**config.mk**
```make
export PLATFORM = sky130hd
export DESIGN_NAME = vpm_top
export DESIGN_NICKNAME = d
export VERILOG_FILES = /design/src/hw/vpm_pkg.sv /design/src/hw/vpm_tmr_if.sv /design/src/hw/vpm_timer.sv /design/src/hw/vpm_top.sv
export VERILOG_INCLUDE_DIRS = /design/src /design/src/hw
export SDC_FILE = /design/constraint.sdc
export NUM_CORES = 1
export LEC_CHECK = 0
export ABC_AREA = 1
export BUFFER_PORTS_ARGS = -buffer_cell sky130_fd_sc_hd__clkbuf_2
export CORE_ASPECT_RATIO = 0.8
export CORE_MARGIN = 5
export CORE_UTILIZATION = 57
export DETAILED_ROUTE_END_ITERATION = 10
export PLACE_DENSITY = 0.82
export REMOVE_ABC_BUFFERS = 1
export SYNTH_ARGS = -nofsm -noshare
export SYNTH_HDL_FRONTEND = slang
export SYNTH_SLANG_ARGS = --single-unit
```
**constraint.sdc**
```tcl
create_clock -name i_clk -period 14.7 [get_ports i_clk]
set_clock_uncertainty 0.2 [all_clocks]
set_input_delay 4.41 -clock i_clk [delete_from_list [all_inputs] [get_ports i_clk]]
set_output_delay 4.41 -clock i_clk [all_outputs]
set_load 0.01 [all_outputs]
```
**src/hw/vpm_defs.svh**
```systemverilog
// register offsets, field positions, reset values and timing constants
`ifndef VPM_DEFS_SVH
`define VPM_DEFS_SVH

// register byte offsets
`define VPM_A_CTRL      8'h00
`define VPM_A_DELAY     8'h04
`define VPM_A_STATUS    8'h08
`define VPM_A_ACK       8'h0C
`define VPM_A_IRQ_STAT  8'h10
`define VPM_A_IRQ_CLR   8'h14
`define VPM_A_IRQ_EN    8'h18

// control register fields
`define VPM_C_ON        0
`define VPM_C_DUAL      1
`define VPM_C_SACK      2
`define VPM_C_ACT       5:4
`define VPM_C_FSEL      12:8
`define VPM_C_CLS       18:16
`define VPM_CTRL_MASK   32'h0007_1F37
`define VPM_CTRL_RST    32'h0001_0000

// delay in seconds
`define VPM_DLY_W       10
`define VPM_DLY_RST     10'h01E
`define VPM_DLY_MIN     10'h001
`define VPM_DLY_MAX     10'h3E7

// phase angle limit in degrees
`define VPM_PH_LIM      9'sh00A

// interrupt status bits
`define VPM_NIRQ        3
`define VPM_I_RAISE     0
`define VPM_I_FAULT     1
`define VPM_I_CLEAR     2

// time base
`define VPM_SEC_NS      1000000000
`define VPM_CLK_NS      10

`endif

```
**src/hw/vpm_pkg.sv**
```systemverilog
// types shared by the plausibility monitor
package vpm_pkg;

    // monitoring activation source
    typedef enum logic [1:0] {
        VPM_ACT_ALWAYS,
        VPM_ACT_LOCK,
        VPM_ACT_FLAG
    } vpm_act_e;

    // alarm class presented with the alarm
    typedef enum logic [2:0] {
        VPM_CLS_A,
        VPM_CLS_B,
        VPM_CLS_C,
        VPM_CLS_D,
        VPM_CLS_E,
        VPM_CLS_F,
        VPM_CLS_CTRL
    } vpm_cls_e;

endpackage

```
**src/hw/vpm_tmr_if.sv**
```systemverilog
// link between the monitor and its delay timer
`timescale 1ns/10ps
interface vpm_tmr_if #(
    parameter int DW = 10
);
    logic          run;
    logic [DW-1:0] delay;
    logic          expired;
    logic [DW-1:0] elapsed;

    modport ctl (output run, output delay, input expired, input elapsed);
    modport tmr (input run, input delay, output expired, output elapsed);
endinterface

```
**src/hw/vpm_timer.sv**
```systemverilog
// persistence timer counting whole seconds while a fault is present
`timescale 1ns/10ps
module vpm_timer #(
    parameter int SEC_CYC = 100000000,
    parameter int DW      = 10
) (
    input  wire logic  i_clk,
    input  wire logic  i_sys_rst,
    vpm_tmr_if.tmr     t_if
);
    localparam int PW = $clog2(SEC_CYC);

    logic [PW-1:0] pre_q;
    logic [DW-1:0] secs_q;
    logic          exp_q;
    logic          tick;

    assign tick = (pre_q == PW'(SEC_CYC - 1));

    // one-second prescaler, held at zero while idle
    always_ff @(posedge i_clk or posedge i_sys_rst) begin
        if (i_sys_rst)
            pre_q <= '0;
        else if (!t_if.run || tick)
            pre_q <= '0;
        else
            pre_q <= pre_q + 1'b1;
    end

    // seconds count restarts from zero when the fault goes away
    always_ff @(posedge i_clk or posedge i_sys_rst) begin
        if (i_sys_rst)
            secs_q <= '0;
        else if (!t_if.run)
            secs_q <= '0; // [RQ11]
        else if (tick && !exp_q)
            secs_q <= secs_q + 1'b1;
    end

    // expiry once the count reaches the configured delay
    always_ff @(posedge i_clk or posedge i_sys_rst) begin
        if (i_sys_rst)
            exp_q <= 1'b0;
        else
            exp_q <= t_if.run && (secs_q >= t_if.delay); // [RQ10]
    end

    assign t_if.expired = exp_q;
    assign t_if.elapsed = secs_q;
endmodule

```
**src/hw/vpm_top.sv**
```systemverilog
// voltage plausibility monitor with avalon-mm register access
//
// Notes on behaviour
// RQ1 - single-breaker, breaker A closed: fault when A and B flags differ
// RQ2 - same case: fault when flags agree but phase angle excessive
// RQ3 - with A and B okay, angle beyond plus or minus 10 degrees
// RQ4 - dual-breaker, breaker A closed: fault when A and aux flags differ
// RQ5 - dual-breaker, breaker B closed: fault when B and aux flags differ
// RQ6 - dual, both closed: three flags unequal, or agree with angle excessive
// RQ7 - only systems connected through closed breakers are compared
// RQ8 - on trigger assert mismatch command and show mismatch indication
// RQ9 - monitoring switch gates everything, defaults to off
// RQ10 - alarm after fault persists for delay of 1 to 999 s, default 30
// RQ11 - delay timer restarts from zero when fault vanishes early
// RQ12 - alarm carries class A to F or control, default B
// RQ13 - self-acknowledge clears alarm once fault no longer detected
// RQ14 - without self-acknowledge alarm latches until button or external ack; the code also clears it on a write to the ack register
// RQ15 - activation always: monitoring runs with no further condition
// RQ16 - activation lock: monitoring suspended once lock equation is true
// RQ17 - activation flag: monitoring only while selected logic flag true
`timescale 1ns/10ps
`include "vpm_defs.svh"
module vpm_top #(
    parameter int P_SEC_CYC = `VPM_SEC_NS / `VPM_CLK_NS
) (
    input  wire logic        i_clk,
    input  wire logic        i_sys_rst,
    input  wire logic [7:0]  i_avs_address,
    input  wire logic        i_avs_read,
    input  wire logic        i_avs_write,
    input  wire logic [31:0] i_avs_writedata,
    input  wire logic [3:0]  i_avs_byteenable,
    output logic      [31:0] o_avs_readdata,
    output logic             o_avs_waitrequest,
    input  wire logic        i_breaker_a,
    input  wire logic        i_breaker_b,
    input  wire logic        i_ok_sys_a,
    input  wire logic        i_ok_sys_b,
    input  wire logic        i_ok_aux,
    input  wire logic [8:0]  i_phase_angle,
    input  wire logic        i_lock_monitoring,
    input  wire logic [31:0] i_programmable_logic_flag,
    input  wire logic        i_ext_ack,
    input  wire logic        i_button_ack,
    output logic             o_mismatch,
    output logic      [2:0]  o_alarm_class,
    output logic             o_irq
);
    localparam int PIN_W = 49;

    // pin synchroniser stages and filtered copy
    logic [PIN_W-1:0] pin_raw;
    logic [PIN_W-1:0] s1_q;
    logic [PIN_W-1:0] s2_q;
    logic [PIN_W-1:0] s3_q;
    logic [PIN_W-1:0] pin_q;

    // filtered pin fields
    logic              brk_a;
    logic              brk_b;
    logic              ok_a;
    logic              ok_b;
    logic              ok_aux;
    logic              lock_eq;
    logic              ext_ack;
    logic              btn_ack;
    logic [31:0]       lflag;
    logic signed [8:0] angle;

    // registers
    logic [31:0]            ctrl_q;
    logic [`VPM_DLY_W-1:0]  dly_q;
    logic [`VPM_NIRQ-1:0]   ist_q;
    logic [`VPM_NIRQ-1:0]   ien_q;
    logic                   sw_ack_q;

    // bus state
    logic        wait_q;
    logic [31:0] rdata_q;
    logic        req;
    logic        acc_wr;
    logic [31:0] rd_mux;
    logic [31:0] ctrl_m;
    logic [31:0] dly_m;
    logic [31:0] iclr_m;
    logic [31:0] ien_m;

    // monitor state
    logic                 mon_on;
    logic                 act_ok;
    logic                 active;
    logic                 ph_exc;
    logic                 cond;
    logic                 fault_q;
    logic                 alarm_q;
    logic                 alarm_d;
    logic                 ack_any;
    logic                 irq_q;
    logic [2:0]           cls_q;
    logic [`VPM_NIRQ-1:0] iev;

    vpm_tmr_if #(.DW(`VPM_DLY_W)) tif ();

    // byte-lane merge of a write into a stored word
    function automatic logic [31:0] vpm_merge(input logic [31:0] old,
                                              input logic [31:0] wd,
                                              input logic [3:0]  be);
        logic [31:0] m;
        m = {{8{be[3]}}, {8{be[2]}}, {8{be[1]}}, {8{be[0]}}};
        return (old & ~m) | (wd & m);
    endfunction

    // gather all input pins except clock, reset and the avalon bus into one vector
    assign pin_raw = {i_phase_angle, i_programmable_logic_flag,
                      i_button_ack, i_ext_ack, i_lock_monitoring,
                      i_ok_aux, i_ok_sys_b, i_ok_sys_a,
                      i_breaker_b, i_breaker_a};

    // three-stage synchroniser chain
    always_ff @(posedge i_clk or posedge i_sys_rst) begin
        if (i_sys_rst) begin
            s1_q <= '0;
            s2_q <= '0;
            s3_q <= '0;
        end else begin
            s1_q <= pin_raw;
            s2_q <= s1_q;
            s3_q <= s2_q;
        end
    end

    // a pin change counts once stages two and three agree
    for (genvar gi = 0; gi < PIN_W; gi++) begin : g_pin
        always_ff @(posedge i_clk or posedge i_sys_rst) begin
            if (i_sys_rst)
                pin_q[gi] <= 1'b0;
            else if (s2_q[gi] == s3_q[gi])
                pin_q[gi] <= s3_q[gi];
        end
    end

    // split the filtered vector
    assign brk_a   = pin_q[0];
    assign brk_b   = pin_q[1];
    assign ok_a    = pin_q[2];
    assign ok_b    = pin_q[3];
    assign ok_aux  = pin_q[4];
    assign lock_eq = pin_q[5];
    assign ext_ack = pin_q[6];
    assign btn_ack = pin_q[7];
    assign lflag   = pin_q[39:8];
    assign angle   = $signed(pin_q[48:40]);

    // bus handshake: waitrequest drops for one cycle per request
    assign req    = i_avs_read || i_avs_write;
    assign acc_wr = i_avs_write && !wait_q;

    always_ff @(posedge i_clk or posedge i_sys_rst) begin
        if (i_sys_rst)
            wait_q <= 1'b1;
        else if (req && wait_q)
            wait_q <= 1'b0;
        else
            wait_q <= 1'b1;
    end

    // read mux; unmapped and write-only offsets read as zero
    always_comb begin
        rd_mux = 32'h0000_0000;
        if (i_avs_address == `VPM_A_CTRL)
            rd_mux = ctrl_q;
        else if (i_avs_address == `VPM_A_DELAY)
            rd_mux = {22'h00_0000, dly_q};
        else if (i_avs_address == `VPM_A_STATUS)
            rd_mux = {6'h00, tif.elapsed, 3'h0,
                      ok_aux, ok_b, ok_a, brk_b, brk_a,
                      3'h0, ph_exc, !act_ok, alarm_q, fault_q, active};
        else if (i_avs_address == `VPM_A_IRQ_STAT)
            rd_mux = {29'h0000_0000, ist_q};
        else if (i_avs_address == `VPM_A_IRQ_EN)
            rd_mux = {29'h0000_0000, ien_q};
    end

    // read data registered while waitrequest is still high
    always_ff @(posedge i_clk or posedge i_sys_rst) begin
        if (i_sys_rst)
            rdata_q <= 32'h0000_0000;
        else if (i_avs_read && wait_q)
            rdata_q <= rd_mux;
    end

    // merged write words
    assign ctrl_m = vpm_merge(ctrl_q, i_avs_writedata, i_avs_byteenable);
    assign dly_m  = vpm_merge({22'h00_0000, dly_q}, i_avs_writedata,
                              i_avs_byteenable);
    assign iclr_m = vpm_merge(32'h0000_0000, i_avs_writedata,
                              i_avs_byteenable);
    assign ien_m  = vpm_merge({29'h0000_0000, ien_q}, i_avs_writedata,
                              i_avs_byteenable);

    // control: monitor on, mode, self-ack, activation, flag, class
    always_ff @(posedge i_clk or posedge i_sys_rst) begin
        if (i_sys_rst)
            ctrl_q <= `VPM_CTRL_RST; // [RQ9] [RQ12] [RQ14] [RQ15]
        else if (acc_wr && i_avs_address == `VPM_A_CTRL)
            ctrl_q <= ctrl_m & `VPM_CTRL_MASK;
    end

    // delay setting, clamped into its legal range
    always_ff @(posedge i_clk or posedge i_sys_rst) begin
        if (i_sys_rst)
            dly_q <= `VPM_DLY_RST; // [RQ10]
        else if (acc_wr && i_avs_address == `VPM_A_DELAY) begin
            if (dly_m[31:10] != 22'h00_0000 ||
                dly_m[9:0] > `VPM_DLY_MAX)
                dly_q <= `VPM_DLY_MAX;
            else if (dly_m[9:0] < `VPM_DLY_MIN)
                dly_q <= `VPM_DLY_MIN;
            else
                dly_q <= dly_m[9:0];
        end
    end

    // software acknowledge pulse from the write-only register
    always_ff @(posedge i_clk or posedge i_sys_rst) begin
        if (i_sys_rst)
            sw_ack_q <= 1'b0;
        else
            sw_ack_q <= acc_wr && i_avs_address == `VPM_A_ACK &&
                        iclr_m[0];
    end

    // interrupt enable register
    always_ff @(posedge i_clk or posedge i_sys_rst) begin
        if (i_sys_rst)
            ien_q <= '0;
        else if (acc_wr && i_avs_address == `VPM_A_IRQ_EN)
            ien_q <= ien_m[`VPM_NIRQ-1:0];
    end

    // activation source selects when monitoring may run
    always_comb begin
        act_ok = 1'b1;
        case (vpm_pkg::vpm_act_e'(ctrl_q[`VPM_C_ACT]))
            vpm_pkg::VPM_ACT_ALWAYS: act_ok = 1'b1;       // [RQ15]
            vpm_pkg::VPM_ACT_LOCK:   act_ok = !lock_eq;   // [RQ16]
            vpm_pkg::VPM_ACT_FLAG:
                act_ok = lflag[ctrl_q[`VPM_C_FSEL]];      // [RQ17]
            default:                 act_ok = 1'b1;
        endcase
    end

    assign mon_on = ctrl_q[`VPM_C_ON];
    assign active = mon_on && act_ok; // [RQ9]

    // phase check only meaningful with both systems okay
    assign ph_exc = ok_a && ok_b &&
                    (angle > `VPM_PH_LIM || angle < -`VPM_PH_LIM); // [RQ3]

    // plausibility condition for the connected systems only
    always_comb begin
        cond = 1'b0;
        if (!ctrl_q[`VPM_C_DUAL]) begin
            if (brk_a)
                cond = (ok_a != ok_b) || ph_exc; // [RQ1] [RQ2] [RQ7]
        end else if (brk_a && brk_b) begin
            cond = (ok_a != ok_b) || (ok_a != ok_aux) ||
                   ph_exc;                       // [RQ6] [RQ7]
        end else if (brk_a) begin
            cond = (ok_a != ok_aux);             // [RQ4] [RQ7]
        end else if (brk_b) begin
            cond = (ok_b != ok_aux);             // [RQ5] [RQ7]
        end
    end

    // registered fault, evaluated only while monitoring is active
    always_ff @(posedge i_clk or posedge i_sys_rst) begin
        if (i_sys_rst)
            fault_q <= 1'b0;
        else
            fault_q <= active && cond; // [RQ9]
    end

    // timer runs while the fault persists
    assign tif.run   = fault_q;
    assign tif.delay = dly_q;

    vpm_timer #(
        .SEC_CYC (P_SEC_CYC),
        .DW      (`VPM_DLY_W)
    ) u_tmr (
        .i_clk     (i_clk),
        .i_sys_rst (i_sys_rst),
        .t_if      (tif.tmr)
    );

    // any acknowledge source
    assign ack_any = ext_ack || btn_ack || sw_ack_q;

    // alarm: set on expiry, cleared by self-ack or acknowledge
    always_comb begin
        alarm_d = alarm_q;
        if (!mon_on)
            alarm_d = 1'b0;                          // [RQ9]
        else if (tif.expired)
            alarm_d = 1'b1;                          // [RQ10]
        else if (!fault_q && ctrl_q[`VPM_C_SACK])
            alarm_d = 1'b0;                          // [RQ13]
        else if (!fault_q && ack_any)
            alarm_d = 1'b0;                          // [RQ14]
    end

    always_ff @(posedge i_clk or posedge i_sys_rst) begin
        if (i_sys_rst)
            alarm_q <= 1'b0;
        else
            alarm_q <= alarm_d;
    end

    // command output follows the alarm state, class follows the control class field
    always_ff @(posedge i_clk or posedge i_sys_rst) begin
        if (i_sys_rst) begin
            o_mismatch <= 1'b0;
            cls_q      <= 3'h0;
        end else begin
            o_mismatch <= alarm_d;                   // [RQ8]
            cls_q      <= ctrl_q[`VPM_C_CLS];        // [RQ12]
        end
    end

    // interrupt events: alarm raised, fault seen, alarm cleared
    always_comb begin
        iev = '0;
        iev[`VPM_I_RAISE] = alarm_d && !alarm_q;
        iev[`VPM_I_FAULT] = active && cond && !fault_q;
        iev[`VPM_I_CLEAR] = !alarm_d && alarm_q;
    end

    // sticky status; a new event wins over a clear in the same cycle
    always_ff @(posedge i_clk or posedge i_sys_rst) begin
        if (i_sys_rst)
            ist_q <= '0;
        else if (acc_wr && i_avs_address == `VPM_A_IRQ_CLR)
            ist_q <= (ist_q & ~iclr_m[`VPM_NIRQ-1:0]) | iev;
        else
            ist_q <= ist_q | iev;
    end

    // level interrupt while any enabled status bit is set
    always_ff @(posedge i_clk or posedge i_sys_rst) begin
        if (i_sys_rst)
            irq_q <= 1'b0;
        else
            irq_q <= |(ist_q & ien_q);
    end

    assign o_avs_readdata    = rdata_q;
    assign o_avs_waitrequest = wait_q;
    assign o_alarm_class     = cls_q;
    assign o_irq             = irq_q;
endmodule

```
==> summary.md, run 1 <==
| Metric | Value |
|---|---|
| Reg2Reg Launch Point | u_tmr.pre_q[0] |
| WL met2 | 10900 um |
| CTS resizes | 0 |
| Worst EP arrival | 6.08 ns |
| Die height | 135 um |
| CP Class | in2reg |
| Post-DR wirelength/cell | 16.8 um |
| Status | completed |
| Warnings, synthesis | 0 |
| Htree depth | 1 |
| Clock Root Buffer | clkbuf_16 |
| Cts hold-fix bufs | 0 |
| Final wirelength | 23600 um |
| Placed Area | 12000 um^2 |
| Switching share of power | 0.218 |
| Area of the mapped netlist | 11100 um^2 |
| Max-slew violation count | 0 |
| Initial Util | 0.582 |
| Number of vias per cell | 5.35 |
| Antenna-violating nets left | 0 |
| Comb power frac | 0.048 |
| Dpl cells | 1353 |
| # DRC | 0 |
| Worst Path Max Fanout | 9 |
| Non-Filler Instances | 1403 |
| Core area | 19000 um^2 |
| Hold Path Class | reg2reg |
| Distinct cells, synth | 47 |
| Syn Inst Count | 981 |
| Clock Power Share | 0.429 |
| Commonest non-fill, non-tap cell in the layout | dfrtp_1 |
| Pint | 1.30 mW |
| Ant diodes | 0 |
| Min-Delay Path Depth | 0 |
| Global-route wire length before repair | 38600 um |
| Site row count | 45 |
| RR Endpoint | u_tmr.pre_q[24] |
| Largest area contributor in the synthesized netlist | dfrtp_1 |
| PD cells | 129 nW/um^2 |
| Design Area, Final | 12900 um^2 |
| CTS tree | done |
| Largest net degree at the start of global routing | 152 |
| Die area | 22300 um^2 |
| CP endpoint kind | flop |
| Worst hold start | s1_q[44] |
| Final Cycle Share | 0.399 |
| Synthesized area per cell | 11.3 um^2 |
| Max_cap viols | 0 |
| Layout cell share with drive strength beyond 1 | 0.183 |
| Min Tclk post-route | 5.86 ns |
| Clock slew at reported path FFs | 0.06 ns |
| Fmax | 0.171 GHz |
| Area grow syn2layout | 16.2% |
| Post-detail-place hpwl | 16300 um |
| Setup Fix Bufs, Post-CTS | 0 |
| Met3 Wirelength | 1550 um |
| Metal-1 WL | 10500 um |
| Clk buf depth | 3 |
| GR Overflow Total | 0 |
| Number of DRC markers in iteration 0 | 618 |
| CP required | 14.92 ns |
| FF-to-FF setup slack | 11.77 ns |
| GRT Util Overall | 0.212 |
| CTS Buf Count | 27 |
| Vias in the first global route | 7513 |
| Cell leakage power | 6.00 nW |
| Sequential area share after synthesis | 0.665 |
| Filler cells | 1427 |
| Synth Flop Type | dfrtp_1 |
| Endpoints failing hold | 0 |
| PnR Total Power | 1.66 mW |
| DR vias | 7512 |
| VDD IR-drop max | 0.000120 V |
| Die width | 166 um |
| Uppermost layer routed | met4 |
| Setup_tns | 0 ns |
| WHS Endpoint | s2_q[44] |
| RSZ-0062 raised after global routing | false |
| Post-synth EDFFs | 0 |
| Length in cells of the worst reg-to-reg path | 11 |
| Commonest non-fill, non-tap cells in the layout | dfrtp_1, nand2_1, clkbuf_2 |
| Sequential share of power | 0.524 |
| Port-buffer cells | 125 |
| Net switching power | 364 uW |
| Worst Max-Slew Pin Slew | 0.950 ns |
| Slew headroom | 0.367 |
| Num ports | 135 |
| Startpoint Class | primary input |
| Clock sinks | 294 |
| Largest cells by area after synthesis | dfrtp_1, nand2_1, maj3_1 |
| Final setup violation count | 0 |
| #FFs+latches synth | 294 |
| Top cell type's share of synthesized area | 0.651 |
| Layout Nets | 1236 |
| Antenna violations before repair | 0 |
| Insertion delay to the later sink of the worst-skew pair | 0.53 ns |
| Routability congestion estimate | 0.888 |
| DR pass1 iterations | 5 |
| Post-synth ARST share | 1.00 |
## power by group through the flow
stage	sequential, mW	combinational (mW)	clock, mW
2_1_floorplan	0.879	0.0461	0
3_3_place_gp	0.883	0.0763	0
3_5_place_dp	0.885	0.0793	0
4_1_cts	0.871	0.0808	0.726
5_1_grt	0.875	0.0898	0.763
6_report	0.871	0.0794	0.713
## metal layers
metal  up-vias  global-route usage
met5         -                   0
met1      3633               0.298
met3        52              0.0416
met4         0              0.0605
li1       3556                   -
met2       271               0.343
## critical path: stages
cell and delay [ns]:
clkbuf_2 0.08, nor2_1 0.21, nand2_1 0.12, nor2_1 0.26
inv_2 0.10, nor3_2 0.34, nand2_2 0.24, mux2_2 0.32
## logic make-up after synthesis
kind of cell / Yosys count / synth area share
other: 1 / 0.000339
multiplexers: 2 / 0.00203
flip-flops: 294 / 0.665
AND/OR/NAND/NOR: 350 / 0.148
XOR/XNOR: 11 / 0.00870
buffers and inverters: 122 / 0.0456
adder cells (fa/ha/maj): 64 / 0.0612
AO/OA/AOI/OAI: 137 / 0.0697
## final cells by class
class	count	area (um^2)	area share
clock buffer	39	781	0.0606
clock inverter	11	139	0.0108
multi-input combinational	573	3240	0.251
timing repair buffer	128	648	0.0503
tap	258	323	0.0251
inverter	100	383	0.0297
sequential	294	7360	0.572
## cells in the mapped netlist, types with 8 or more instances
master and instances:
nand2_1 166, dfrtp_1 288, nor4_1 11, xor2_1 8
nor3_1 11, ha_1 15, nor2_1 48, nand3_1 67
o21ai_0 57, buf_4 10, maj3_1 49, nand4_1 18
inv_1 93, o21a_1 9, a21oi_1 39, nor2_2 8
buf_2 8
## how the worst max path moves through the flow
stage                startpoint                    end  slack [ns]  cells past startpoint
2_1_floorplan         i_sys_rst              async pin        1.98                      1
3_3_place_gp          i_sys_rst     o_avs_readdata[22]        8.28                      3
3_5_place_dp          i_sys_rst     o_avs_readdata[23]        8.27                      3
4_1_cts               i_sys_rst  u_tmr.t_if.elapsed[8]        8.82                      3
5_1_grt               i_sys_rst               dly_q[0]        8.56                      3
6_report       i_avs_address[1]                   flop        8.84                      8
## sequential cells by signal, indices dropped and copies added (netlist names), 3 cells and up, named ones only
name,flops
s1_q,49
s2_q,49
s3_q,49
lflag,32
u_tmr.pre_q,27
o_avs_readdata,23
dly_q,10
u_tmr.t_if.elapsed,10
angle,9
ist_q,3
o_alarm_class,3
## per-stage QoR
stage / hold slack [ns] / util / setup WS (ns)
finish: 0.147 / 0.677 / 8.84
global route: 0.149 / 0.677 / 8.56
CTS: 0.147 / 0.677 / 8.82
detailed placement: 0.135 / 0.628 / 8.27
global placement: 0.134 / 0.628 / 8.28
floorplan: 0.131 / - / 1.98
(Power assumes the default switching activity.)
==> run 2: changes to the inputs <==
Clock period 14.7 ns to 5.9 ns, I/O delays scaled along.
==> summary.md, run 2 (synthesis gave the netlist of run 1 again) <==
| Metric | Value |
|---|---|
| Status | completed |
| Cell leakage power | 6.02 nW |
| Clock slew at reported path FFs | 0.07 ns |
| Number of vias per cell | 5.40 |
| DR vias | 7577 |
| Fin util | 0.679 |
| Vias in the first global route | 7655 |
| Setup Fix Bufs, Post-CTS | 0 |
| Reg2Reg Launch Point | u_tmr.pre_q[0] |
| Min Hold Slack | 0.144 ns |
| Global-route wire length before repair | 39600 um |
| Ant diodes | 0 |
| Filler cells | 1403 |
| Initial Util | 0.582 |
| Layout Nets | 1236 |
| Reg area | 7360 um^2 |
| Clock Root Buffer | clkbuf_16 |
| CTS resizes | 0 |
| Worst Max-Slew Pin Slew | 0.960 ns |
| Die area | 22300 um^2 |
| RSZ-0062 raised after global routing | false |
| Placed Area | 12000 um^2 |
| CP Class | in2reg |
| Post-DR wirelength/cell | 16.9 um |
| Max_cap viols | 0 |
| First element of the critical path | i_avs_read |
| CTS tree | done |
| Commonest non-fill, non-tap cell in the layout | dfrtp_1 |
| GRT Util Overall | 0.216 |
| Startpoint Class | primary input |
| # DRC | 0 |
| Number of DRC markers in iteration 0 | 592 |
| Antenna-violating nets left | 0 |
| Post-detail-place hpwl | 16600 um |
| CP required | 6.09 ns |
| Commonest non-fill, non-tap cells in the layout | dfrtp_1, nand2_1, clkbuf_2 |
| FF-to-FF setup slack | 2.98 ns |
| Routability congestion estimate | 0.843 |
| Multi-input logic area | 3240 um^2 |
| Regs by FF count | s1_q: 49 flops, s2_q: 49 flops, s3_q: 49 flops |
| Min Tclk post-route | 3.41 ns |
| GR Overflow Total | 0 |
| RR Endpoint | u_tmr.pre_q[14] |
| Crit path to | o_avs_readdata[3] |
| Largest net degree at the start of global routing | 141 |
| PnR Total Power | 4.22 mW |
| Area grow syn2layout | 16.7% |
| Final Cycle Share | 0.578 |
| VDD IR-drop max | 0.000198 V |
| CTS Buf Count | 27 |
| Final setup violation count | 0 |
| Hold Path Class | reg2reg |
| Fmax | 0.293 GHz |
| PD cells | 326 nW/um^2 |
| Antenna violations before repair | 0 |
| Site row count | 45 |
| Die width | 166 um |
| Length in cells of the worst reg-to-reg path | 11 |
| Slew headroom | 0.359 |
| Layout cell share with drive strength beyond 1 | 0.187 |
| Max-slew violation count | 0 |
| Insertion delay to the later sink of the worst-skew pair | 0.53 ns |
| Cts hold-fix bufs | 0 |
| Num ports | 135 |
| Clk buf depth | 3 |
| Endpoints failing hold | 0 |
| Design Area, Final | 12900 um^2 |
| Die height | 135 um |
| Port-buffer cells | 125 |
| Worst EP arrival | 3.60 ns |
| Final wirelength | 23700 um |
| Htree depth | 1 |
| Setup_tns | 0 ns |
| Clock sinks | 294 |
| Worst Path Max Fanout | 27 |
| CP endpoint kind | flop |
| DR pass1 iterations | 7 |
| Core area | 19000 um^2 |
==> run 2: changes by cell type in the layout (fill, tap and decap cells not counted), sizes merged <==
cell,change
clkbuf,-8
clkinv,+3
bufinv,+2
clkinvlp,+1
inv,+1
==> run 2: area by class of cell <==
cell class	instances	area share
clock buffers	31	0.0558
repair buffers	128	0.0511
inverters	100	0.0296
clock inverters	18	0.0184
flip-flops and latches	294	0.570
multi-input cells	573	0.250
well taps	258	0.0250
==> run 2: where the power goes <==
group / switching [mW] / internal (mW) / total (mW)
Combinational: 0.121 / 0.0774 / 0.199
Sequential: 0.0605 / 2.11 / 2.17
Clock: 0.744 / 1.10 / 1.84
Total: 0.926 / 3.29 / 4.22
==> run 2: how the worst min path moves through the flow <==
stage               startpoint       end  depth (start not counted)
floorplan              s1_q[0]   s2_q[0]                          0
global placement      s1_q[32]  s2_q[32]                          0
detailed placement    s1_q[25]  s2_q[25]                          0
CTS                   s1_q[26]  s2_q[26]                          0
global route          s1_q[35]  s2_q[35]                          0
finish                s1_q[26]  s2_q[26]                          0
==> run 2: routing by layer <==
| layer | wire length (um) | GRT usage | part of all wire |
|---|---|---|---|
| met1 | 10400 | 0.309 | 0.44 |
| met2 | 11100 | 0.350 | 0.47 |
| met3 | 1660 | 0.0398 | 0.070 |
| met4 | 555 | 0.0582 | 0.023 |
| met5 | 0 | 0 | 0 |
==> run 2: critical path, stage by stage <==
cell	delay, ns
clkbuf_2	0.08
nand2_1	0.69
inv_1	0.47
nand2_1	0.39
o221ai_1	0.18
==> run 2: per-stage QoR <==
| stage | setup WS (ns) | instances |
|---|---|---|
| 2_1_floorplan | -4.18 | 967 |
| 3_3_place_gp | 2.06 | 1353 |
| 3_5_place_dp | 1.96 | 1353 |
| 4_1_cts | 2.50 | 1402 |
| 5_1_grt | 2.29 | 1402 |
| 6_report | 2.49 | 1402 |
==> run 3: changes to the inputs <==
Settings changed: CORE_UTILIZATION 57 to 52, PLACE_DENSITY 0.82 to 0.79.
Clock period 5.9 ns to 3.1 ns, I/O delays scaled along.
==> summary.md, run 3 (synthesis gave the netlist of run 1 again) <==
| Metric | Value |
|---|---|
| Status | completed |
| Reg2Reg Launch Point | u_tmr.pre_q[0] |
| Pint | 6.33 mW |
| Antenna-violating nets left | 0 |
| Final Cycle Share | 0.764 |
| Min Tclk post-route | 2.37 ns |
| Slowest CP cell | dfrtp_1 |
| CTS tree | done |
| VDD IR-drop max | 0.000410 V |
| Largest net degree at the start of global routing | 77 |
| Cts hold-fix bufs | 0 |
| Htree depth | 1 |
| Layout cell share with drive strength beyond 1 | 0.196 |
| Die area | 24300 um^2 |
| Fmax | 0.422 GHz |
| Min Hold Slack | 0.145 ns |
| Clock Power Share | 0.438 |
| # DRC | 0 |
| Die height | 141 um |
| First element of the critical path | u_tmr.pre_q[0] |
| Port-buffer cells | 125 |
| Net switching power | 1.71 mW |
| Routability congestion estimate | 0.929 |
| Post-detail-place hpwl | 16900 um |
| Final wirelength | 23500 um |
| Setup Fix Bufs, Post-CTS | 0 |
| Number of DRC markers in iteration 0 | 642 |
| Layout Nets | 1253 |
| Delay-heaviest family, CP | simple AND/OR/NAND/NOR gates |
| Placed Area | 12100 um^2 |
| Max_cap viols | 0 |
| Cell leakage power | 6.13 nW |
| Post-DR wirelength/cell | 16.5 um |
| Clk buf depth | 3 |
| RSZ-0062 raised after global routing | false |
| Die width | 173 um |
| Number of vias per cell | 5.24 |
| CP required | 3.31 ns |
| Commonest non-fill, non-tap cell in the layout | dfrtp_1 |
| CP Class | reg2reg |
| DR pass1 iterations | 7 |
| Insertion delay to the later sink of the worst-skew pair | 0.53 ns |
| CTS resizes | 0 |
| Levels on crit path | 13 |
| Commonest non-fill, non-tap cells in the layout | dfrtp_1, nand2_1, clkbuf_2 |
| Global-route wire length before repair | 39000 um |
| CP endpoint kind | flop |
| Num ports | 135 |
| Worst Max-Slew Pin Slew | 0.528 ns |
| Final WS setup | 0.733 ns |
| Worst Path Max Fanout | 15 |
| Clock Root Buffer | clkbuf_16 |
| Regs by FF count | s1_q: 49 flops, s2_q: 49 flops, s3_q: 49 flops |
| Clock sinks | 294 |
| Worst path cell trace | ha_1 -> nand2_1 -> nor2_2 -> nand2_2 -> nor2_1 -> nand2_1 -> inv_1 -> nor2_1 -> buf_4 -> inv_1 -> buf_4 -> a21oi_1 -> o21a_1 |
| Site row count | 47 |
| Core area | 20800 um^2 |
| Endpoints failing hold | 0 |
| Worst hold start | s1_q[5] |
| PnR Total Power | 8.04 mW |
| Switching share of power | 0.213 |
| Startpoint Class | flop |
| RR Endpoint | u_tmr.pre_q[14] |
| PD cells | 613 nW/um^2 |
| FF-to-FF setup slack | 0.73 ns |
| Length in cells of the worst reg-to-reg path | 13 |
| Initial Util | 0.532 |
| Area grow syn2layout | 18.4% |
| Setup_tns | 0 ns |
| Clock slew at reported path FFs | 0.06 ns |
| CP peak stage delay | 0.38 ns |
| Comb power frac | 0.049 |
| Hold Path Class | reg2reg |
| Ant diodes | 0 |
| Sequential share of power | 0.513 |
| CTS Buf Count | 28 |
| Max-slew violation count | 0 |
| Worst slack at placement | 0.227 ns |
| Vias in the first global route | 7508 |
| Final setup violation count | 0 |
| Worst EP arrival | 2.58 ns |
| DR vias | 7490 |
| GRT Util Overall | 0.195 |
| Design Area, Final | 13100 um^2 |
| CP Buf/Inv Count | 4 |
| GR Overflow Total | 0 |
| Slew headroom | 0.648 |
| Antenna violations before repair | 2 |
| Crit path to | u_tmr.pre_q[14] |
run 3: changes by cell type in the layout (fill, tap and decap cells not counted):
cell,previous run,this run
clkinvlp_4,3,1
clkbuf_8,3,5
bufinv_16,5,4
buf_4,2,15
clkinv_2,6,7
clkbuf_16,27,29
inv_6,2,0
clkinv_4,2,0
buf_12,1,4
clkbuf_1,1,4
run 3: worst min path at each step:
stage          slack, ns  cells after the start       end
2_1_floorplan       0.13                      0   s2_q[0]
3_3_place_gp        0.13                      0  s2_q[24]
3_5_place_dp        0.13                      0  s2_q[29]
4_1_cts             0.14                      0   s2_q[5]
5_1_grt             0.15                      0  s2_q[40]
6_report            0.15                      0   s2_q[5]
run 3: metrics by stage:
stage | util | cells
3_3_place_gp | 0.583 | 1380
6_report | 0.630 | 1430
2_1_floorplan | - | 967
3_5_place_dp | 0.583 | 1380
4_1_cts | 0.630 | 1430
5_1_grt | 0.630 | 1430
run 3: layout make-up:
type,count,area (um^2)
Sequential cell,294,7360
Multi-Input combinational cell,573,3240
Clock inverter,12,163
Clock buffer,38,810
Inverter,100,383
Fill cell,1622,7710
Tap cell,269,337
Timing Repair Buffer,144,818
run 3: power groups by stage:
stage | Combinational, mW | Clock (mW) | Sequential (mW)
2_1_floorplan | 0.218 | 0 | 4.17
5_1_grt | 0.448 | 3.77 | 4.14
6_report | 0.393 | 3.52 | 4.13
4_1_cts | 0.402 | 3.60 | 4.13
3_3_place_gp | 0.384 | 0 | 4.18
3_5_place_dp | 0.397 | 0 | 4.19
run 3: metal layers:
layer	track usage	part of all wire	up-vias
met1	0.301	0.48	3618
met4	0.0521	0.022	4
li1	-	-	3571
met3	0.0358	0.065	45
met2	0.289	0.43	252
met5	0	0.0011	-
